$ cat config.mk
export PLATFORM = sky130hd
export DESIGN_NAME = sysbus_if
export DESIGN_NICKNAME = d
export VERILOG_FILES = /design/src/hdl/sysbus_pkg.sv /design/src/hdl/phase_gen.sv /design/src/hdl/sysbus_if.sv
export SDC_FILE = /design/constraint.sdc
export NUM_CORES = 1
export LEC_CHECK = 0
export ABC_AREA = 1
export BUFFER_PORTS_ARGS = -buffer_cell sky130_fd_sc_hd__buf_2
export CORE_MARGIN = 1
export CORE_UTILIZATION = 45
export CTS_CLUSTER_DIAMETER = 120
export DETAILED_ROUTE_END_ITERATION = 7
export GPL_ROUTABILITY_DRIVEN = 0
export PLACE_DENSITY = 0.72
export SETUP_SLACK_MARGIN = 0.02
export SYNTH_ARGS = -nofsm -noshare
export SYNTH_HDL_FRONTEND = slang
export SYNTH_SLANG_ARGS = --single-unit
export TNS_END_PERCENT = 5
$ cat constraint.sdc
create_clock -name CLK -period 2.45 [get_ports CLK]
set_input_delay 0.1225 -clock CLK [delete_from_list [all_inputs] [get_ports CLK]]
set_output_delay 0.1225 -clock CLK [all_outputs]
set_load 0.02 [all_outputs]
$ cat src/hdl/sysbus_pkg.sv
// ============================================================
// shared constants for the processor system bus interface
// ============================================================
package sysbus_pkg;

  // bus widths
  localparam int ADDR_W = 16;
  localparam int DATA_W = 8;

  // timing: reference bus cycle and local clock
  localparam int CLK_PERIOD_NS = 10;
  localparam int BUS_CYCLE_NS = 1000;
  localparam int BUS_CYCLE_CLKS = BUS_CYCLE_NS / CLK_PERIOD_NS;
  localparam int PHASE_GAP_CLKS = 1;

  // values after reset
  localparam logic [ADDR_W-1:0] ADDR_RST = 16'h0000;
  localparam logic [DATA_W-1:0] DATA_RST = 8'h00;

  // kind of the bus cycle in progress
  typedef enum logic [1:0] {
    BUS_START,
    BUS_READ,
    BUS_WRITE
  } bus_kind_t;

endpackage

$ cat src/hdl/phase_gen.sv
`timescale 1ns/1ps
// ============================================================
// two-phase non-overlapping clock generator
// ============================================================
module phase_gen
  import sysbus_pkg::*;
#(
  parameter int CYC_CLKS = BUS_CYCLE_CLKS,
  parameter int GAP_CLKS = PHASE_GAP_CLKS
) (
  input wire logic clk,
  input wire logic rst_n,
  input wire logic ce,
  output logic phi1,
  output logic phi2,
  output logic cyc_start,
  output logic ph2_start,
  output logic cyc_end
);

  localparam int CNT_W = $clog2(CYC_CLKS);
  localparam logic [CNT_W-1:0] HALF = CNT_W'(CYC_CLKS / 2);
  localparam logic [CNT_W-1:0] LAST = CNT_W'(CYC_CLKS - 1);
  localparam logic [CNT_W-1:0] GAP = CNT_W'(GAP_CLKS);

  logic [CNT_W-1:0] cnt_r;
  logic [CNT_W-1:0] cnt_nxt;
  logic phi1_r;
  logic phi2_r;

  // strobes announce what the next enabled edge does
  assign cyc_start = (cnt_r == LAST);
  assign ph2_start = (cnt_r == HALF + GAP - 1'b1);
  assign cyc_end = (cnt_r == LAST - GAP);
  assign cnt_nxt = cyc_start ? '0 : cnt_r + 1'b1;

  always_ff @(posedge clk or negedge rst_n) begin
    if (!rst_n) begin
      cnt_r <= LAST - GAP;
    end else if (ce) begin
      cnt_r <= cnt_nxt;
    end
  end

  // phase one in the first half, phase two in the second, gaps between
  always_ff @(posedge clk or negedge rst_n) begin
    if (!rst_n) begin
      phi1_r <= 1'b0;
      phi2_r <= 1'b0;
    end else if (ce) begin
      phi1_r <= (cnt_nxt < HALF);
      phi2_r <= (cnt_nxt >= HALF + GAP) && (cnt_nxt <= LAST - GAP);
    end
  end

  assign phi1 = phi1_r;
  assign phi2 = phi2_r;

endmodule

$ cat src/hdl/sysbus_if.sv
`timescale 1ns/1ps
// Contract
// processor alone drives the address bus
// sixteen address outputs, 65,536 locations
// one shared 8-bit bidirectional data bus
// write drives data out, read takes in
// fetches and data share the data bus
// direction high means every transfer reads
// direction low only in write cycles
// two alternating non-overlapping clock phases
// address and direction change in phase one
// data moves only during phase two
// event order fixed; only timing scales
// exactly two interrupt inputs, maskable, non-maskable
// adapters enable and latch interrupt sources
// interrupt lines open-drain, shared, pulled up
// one read or write per bus cycle
module sysbus_if
  import sysbus_pkg::*;
#(
  parameter int CYC_CLKS = BUS_CYCLE_CLKS
) (
  // clock, reset, enable
  input wire logic CLK,
  input wire logic RST_N,
  input wire logic CE,
  // core request side
  input wire logic REQ_VALID,
  input wire logic REQ_WRITE,
  input wire logic REQ_FETCH,
  input wire logic [ADDR_W-1:0] REQ_ADDR,
  input wire logic [DATA_W-1:0] REQ_WDATA,
  output logic REQ_READY,
  // core answer side
  output logic RSP_VALID,
  output logic [DATA_W-1:0] RSP_RDATA,
  // core interrupt view
  output logic IRQ_PEND,
  output logic NMI_PEND,
  // bus clocks
  output logic PHI1,
  output logic PHI2,
  // address bus, direction and fetch marker
  output logic [ADDR_W-1:0] ADDR,
  output logic RW,
  output logic SYNC,
  // data bus pin
  input wire logic [DATA_W-1:0] DATA_I,
  output logic [DATA_W-1:0] DATA_O,
  output logic DATA_OE,
  // interrupt request pins
  input wire logic IRQ_N,
  input wire logic NMI_N
);

  // ==========================================================
  // phase generation
  // ==========================================================
  logic cyc_start;
  logic ph2_start;
  logic cyc_end;

  // same sequence for any cycle length
  phase_gen #(
    .CYC_CLKS(CYC_CLKS),
    .GAP_CLKS(PHASE_GAP_CLKS)
  ) u_phase (
    .clk(CLK),
    .rst_n(RST_N),
    .ce(CE),
    .phi1(PHI1),
    .phi2(PHI2),
    .cyc_start(cyc_start),
    .ph2_start(ph2_start),
    .cyc_end(cyc_end)
  );

  // ==========================================================
  // cycle launch
  // ==========================================================
  bus_kind_t kind_r;
  logic [ADDR_W-1:0] addr_r;
  logic [DATA_W-1:0] wdata_r;
  logic sync_r;
  logic take;

  // a request is taken only at the start of a bus cycle
  assign REQ_READY = cyc_start & CE;
  assign take = REQ_READY & REQ_VALID;

  // address and kind change at the phase one edge
  always_ff @(posedge CLK or negedge RST_N) begin
    if (!RST_N) begin
      kind_r <= BUS_START;
      addr_r <= ADDR_RST;
      sync_r <= 1'b0;
    end else if (CE && cyc_start) begin
      if (take) begin
        addr_r <= REQ_ADDR;
        kind_r <= REQ_WRITE ? BUS_WRITE : BUS_READ;
        sync_r <= REQ_FETCH & ~REQ_WRITE;
      end else begin
        // idle cycle is a dummy read of the held address
        kind_r <= BUS_READ;
        sync_r <= 1'b0;
      end
    end
  end

  always_ff @(posedge CLK or negedge RST_N) begin
    if (!RST_N) begin
      wdata_r <= DATA_RST;
    end else if (CE && take && REQ_WRITE) begin
      wdata_r <= REQ_WDATA;
    end
  end

  // ==========================================================
  // data phase
  // ==========================================================
  logic oe_r;
  logic rsp_r;
  logic [DATA_W-1:0] rdata_r;
  logic rd_pend_r;

  // reads issued by the core are answered; dummy reads are not
  always_ff @(posedge CLK or negedge RST_N) begin
    if (!RST_N) begin
      rd_pend_r <= 1'b0;
    end else if (CE && cyc_start) begin
      rd_pend_r <= take & ~REQ_WRITE;
    end
  end

  // drive the shared bus only through phase two of a write
  always_ff @(posedge CLK or negedge RST_N) begin
    if (!RST_N) begin
      oe_r <= 1'b0;
    end else if (CE) begin
      if (ph2_start && kind_r == BUS_WRITE) begin
        oe_r <= 1'b1;
      end else if (cyc_end) begin
        oe_r <= 1'b0;
      end
    end
  end

  // read data taken at the close of phase two
  always_ff @(posedge CLK or negedge RST_N) begin
    if (!RST_N) begin
      rsp_r <= 1'b0;
      rdata_r <= DATA_RST;
    end else if (CE) begin
      rsp_r <= cyc_end && kind_r == BUS_READ && rd_pend_r;
      if (cyc_end && kind_r == BUS_READ) begin
        rdata_r <= DATA_I;
      end
    end
  end

  // ==========================================================
  // interrupt inputs
  // ==========================================================
  logic irq_r;
  logic nmi_r;

  // active low wired-or lines, latched by the adapters
  always_ff @(posedge CLK or negedge RST_N) begin
    if (!RST_N) begin
      irq_r <= 1'b0;
      nmi_r <= 1'b0;
    end else if (CE) begin
      irq_r <= ~IRQ_N;
      nmi_r <= ~NMI_N;
    end
  end

  // ==========================================================
  // outputs
  // ==========================================================
  assign ADDR = addr_r;
  assign RW = (kind_r != BUS_WRITE);
  assign SYNC = sync_r;
  assign DATA_O = wdata_r;
  assign DATA_OE = oe_r;
  assign RSP_VALID = rsp_r;
  assign RSP_RDATA = rdata_r;
  assign IRQ_PEND = irq_r;
  assign NMI_PEND = nmi_r;
endmodule

After elaboration in Yosys (flattened, before gate mapping)
Cells that the tools add are included.
{ "op_classes": {"n_addsub": 1, "magnitude_cmp": 3, "eq_ne": 6, "mux": 6, "bitwise": 7, "n_reduce_logical": 11} }
{ "ops": {"columns": ["cell", "count"], "rows": [
  ["$eq A7 B7 Y1 const B", 2],
  ["$add A7 B1 Y7 const B", 1],
  ["$eq A7 B6 Y1 const B", 1],
  ["$ge A7 B6 Y1 const B", 1],
  ["$le A7 B7 Y1 const B", 1],
  ["$logic_and A1 B1 Y1", 7],
  ["$lt A7 B6 Y1 const B", 1],
  ["$mux W7", 1],
  ["$reduce_and A2 Y1", 3],
  ["$and A1 B1 Y1", 4],
  ["$mux W2", 2],
  ["$mux W1", 3],
  ["$not A1 Y1", 3],
  ["$eq A2 B1 Y1 const B", 1],
  ["$eq A2 B2 Y1 const B", 1],
  ["$ne A2 B2 Y1 const B", 1],
  ["$reduce_bool A2 Y1", 1]
]} }
{ "totals": {"regBits": 49, "input_bits": 40, "out_inout_bits": 41, "elab_cells": 47} }

Depth between registers and ports, before layout
{ "logic_depth": {"depth_word": 5, "mapped_depth": 12, "ltp_nobuf": 12} }

Cells and area by module
From an unflattened synthesis, not the netlist that was laid out.
{ "hier_totals": {"hier_cells": 262, "hier_area_um2": 2250.9} }
{ "by_module_without_submodules": {"columns": ["mod", "instances", "cells_each", "area_each_um2", "seq_area_each_um2"], "rows": [
  ["sysbus_if", 1, 173, 1597.8, 1001.0],
  ["phase_gen", 1, 89, 653.1, 229.0]
]} }

Worst setup path after synthesis
OpenSTA, ideal clock, no wires.
{ "synth_timing": {"path_type": "register -> register", "from": "reg u_phase.cnt_r[1]", "to": "reg kind_r[0]", "setup_ns": 0.125, "arrival_ns": 1.624, "slack_ns": 0.702, "path_stages_with_launch": 8, "n_path_buf": 0, "cell_sequence": "dfstp_2 > ha_1 > nand3_4 > nor2_8 > nand2_4 > clkinv_4 > nand2_4 > mux2_2"} }
{ "synth_via": {"elab_chain_cells": 4} }
{ "synth_rtl": {"columns": ["element", "line_no", "rtl"], "rows": [
  ["start: declaration", "phase_gen.sv:26", "logic [CNT_W-1:0] cnt_r;"],
  ["start signal: assignment", "phase_gen.sv:39", "cnt_r <= LAST - GAP;"],
  ["start signal: assignment", "phase_gen.sv:41", "cnt_r <= cnt_nxt;"],
  ["$eq A7 B7 Y1", "phase_gen.sv:32", "assign cyc_start = (cnt_r == LAST);"],
  ["$and A1 B1 Y1", "sysbus_if.sv:88", "assign REQ_READY = cyc_start & CE;"],
  ["net REQ_READY", "sysbus_if.sv:33", "output logic REQ_READY,"],
  ["$and A1 B1 Y1", "sysbus_if.sv:89", "assign take = REQ_READY & REQ_VALID;"],
  ["$mux W2", "sysbus_if.sv:98", "if (take) begin"],
  ["end signal: assignment", "sysbus_if.sv:100", "kind_r <= REQ_WRITE ? BUS_WRITE : BUS_READ;"],
  ["end: declaration", "sysbus_if.sv:81", "bus_kind_t kind_r;"]
]} }
The timed path passes the listed nets, and every way through them passes these cells.
A chain may end at the register's enable or synchronous reset.

Worst setup path in the final report
{ "layout_timing": {"from": "reg u_phase.cnt_r[1]", "to": "reg kind_r[0]"} }
{ "layout_via": {"elab_chain_cells": 4} }
{ "layout_rtl": {"columns": ["element", "line_no"], "rows": [
  ["$eq A7 B7 Y1 (*)", "phase_gen.sv:32"],
  ["$and A1 B1 Y1", "sysbus_if.sv:88"],
  ["$and A1 B1 Y1", "sysbus_if.sv:89"],
  ["$mux W2", "sysbus_if.sv:98"]
]} }
Every way passes the cells marked *; elsewhere a longest branch is shown, timed or not.

==> out/results.tsv <==
metric	value	unit
outcome	completed	
PortBufs	80	
Fillers	421	
Top FF cell, synth	dfrtp_1	
final wirelength	4579	um
Final TNS setup	0	ps
cts repair resizes	0	
max-slew headroom at the worst pin	66.43	%
die height	71.86	um
Seq cells post-synth	49	
DIE AREA	5163	sq um
Hold Crit Class	input pin to flip-flop	
Crit. End Element	flip-flop	
Final Hold Vio Count	0	
number of synthesized flops with an enable pin	0	
final antenna-violating net count	0	
first-pass GRT wire length	7728	um
dpl hpwl	3389	um
Clock Skew	8.341	ps
top cells by area, synth	dfrtp_1, nand2_1, mux2_2, nand3_1, dfstp_2	
worst-margin pin slew	503.5	ps
Max Cap Viol	0	
Critical path origin	u_phase.cnt_r[1]	
H-tree depth	2	
final routed DRC violation total	0	
share of cells above drive strength 1	32.73	%
reg2reg start	u_phase.cnt_r[1]	
router iterations before antenna repair	4	
hold wc startpoint	NMI_N	
Initial Util	46.49	%
drt wl/cell	11.45	um
final setup violation count	0	
clock buffer count from CTS	5	
VDD IR max	0.5692	mV
Antenna Cells	0	
site row count	25	
hold-fix buffers at CTS	1	
largest net degree at the start of global routing	29	
Worst Path Required	2630	ps
Distinct cells, synth	22	
CTS Root Buffer Type	clkbuf_8	
core area	4723	sq um
final net count	374	
P_leak	1.646	nW
vias in the first global route	1759	
CP arrival	2220	ps
WS Path Type	flip-flop to flip-flop	
total track usage	19.48	%
yosys warns	0	
Mapped Nets	291	
Post-CTS Setup Bufs	0	
register area share after synthesis	56.01	%
Ports	81	
DRT iter0 DRCs	102	
CTS tree	yes	
Area growth, synth to finish	25.41	%
Skew-Pair Late Insertion Delay	290	ps
Final min period	2044	ps
Yosys top cell area share	52.42	%
Overall Power	2.891	mW
RSZ-0062 raised after global routing	no	
clock tree sinks	49	
Slew Viols, Final	0	
Avg Synthesized Cell Area	8.819	sq um
total grt overflow	0	
PD cells	1050	nW/um^2
CP max FO	25	
Mapped Area	2196	sq um
Peak Freq	0.4891	GHz
Post-Syn Instances	249	
Synth async-reset ratio	100.0	%
kind of start point of the critical path	flip-flop	
Clock Pin Slew Worst Setup and Hold Paths	90	ps
post-synth top area cell	dfrtp_1	
vias per inst	4.618	
via count	1847	
period utilization	83.45	%
die width	71.86	um
initial antenna violation count	0	
maximum root-to-sink buffer count	2	
[critical path, stage by stage (launching register included)]
cell      delay [ps]
dfstp_2          570
ha_1             280
nand3_4          170
nor2_8           150
nand2_4          160
clkinv_4         200
nand2_4          110
mux2_2           280
[path summary, 6_finish.rpt]
kind                       slack, ps                to  cells after the start
setup / recovery                 410         kind_r[0]                      7
hold / removal                     4          NMI_PEND                      2
setup reg to reg                 410         kind_r[0]                      7
hold reg to reg                  470         DATA_O[3]                      2
max in group asynchronous       1350  u_phase.cnt_r[6]                      3
min in group asynchronous        320  u_phase.cnt_r[4]                      2
[placed cells by master (no fill, tap or decap)]
cell / n
nand3_1: 19
ha_1: 2
a32o_1: 1
buf_4: 2
nand2_1: 106
dfstp_2: 3
o21ai_0: 11
buf_2: 80
o22ai_1: 1
clkbuf_8: 5
nand3_4: 1
clkbuf_1: 2
nor2_1: 16
a21oi_1: 5
nand4_2: 1
dfrtp_1: 46
nand2_4: 2
inv_1: 14
nor2_2: 2
clkinv_2: 1
nor2_4: 1
dlygate4sd3_1: 1
clkinv_4: 1
mux2_2: 9
nor2_8: 1
[area by class of cell]
class | count | area (sq um) | area share, %
clock buffers | 7 | 76.32 | 2.771
clock inverters | 1 | 5.005 | 0.1817
inverters | 15 | 61.31 | 2.226
multi-input cells | 178 | 872.1 | 31.67
flip-flops and latches | 49 | 1230 | 44.66
well taps | 67 | 83.83 | 3.044
repair buffers | 83 | 425.4 | 15.45
[synth_stat cells (2+ instances only)]
| master | instances |
|---|---|
| nand2_1 | 106 |
| dfrtp_1 | 46 |
| nand3_1 | 19 |
| nor2_1 | 16 |
| inv_1 | 14 |
| o21ai_0 | 11 |
| mux2_2 | 9 |
| a21oi_1 | 5 |
| clkbuf_1 | 4 |
| dfstp_2 | 3 |
| buf_2 | 2 |
| ha_1 | 2 |
| nand2_4 | 2 |
| nor2_2 | 2 |
[per-layer routing]
metal	track usage, %	part of all wire [%]	up-vias
met5	0	0	-
met4	6.318	0.92	0
met3	5.204	6.6	4
met2	31.66	46	59
met1	25.56	46	830
li1	-	-	954
[per-stage QoR]
stage          instance area [sq um]  hold WS [ps]  utilization (%)  worst slack (ps)  instances
3_5_place_dp                    2663         117.1            56.37             407.4        391
6_report                        2754         3.502            58.30             405.5        400
3_3_place_gp                    2663         111.9            56.37             456.1        391
4_1_cts                         2754         3.111            58.30             395.9        400
2_1_floorplan                   2196        -173.1                -             701.5        249
5_1_grt                         2754         15.85            58.30             249.0        400
[report_power, final]
part / total, mW / internal, mW / switching [mW]
logic: 1.14 / 0.411 / 0.732
clock network: 0.453 / 0.201 / 0.252
registers: 1.29 / 1.09 / 0.201
[cells by family after synthesis]
logic type	count (synthesis)	share of synthesized area, %
simple gates	149	29.57
mux	9	4.616
fa+ha+maj	2	1.139
buf+inv	22	4.274
compound gates	18	4.387
flops	49	56.01
[flip-flops by register name, summed over array words and instances, names as in the netlist, 2 cells and up]
register and cells:
kind_r 2, ADDR 16, RSP_RDATA 8, DATA_O 8, u_phase.cnt_r 7
Note: power is estimated with default switching activity, not from simulation.
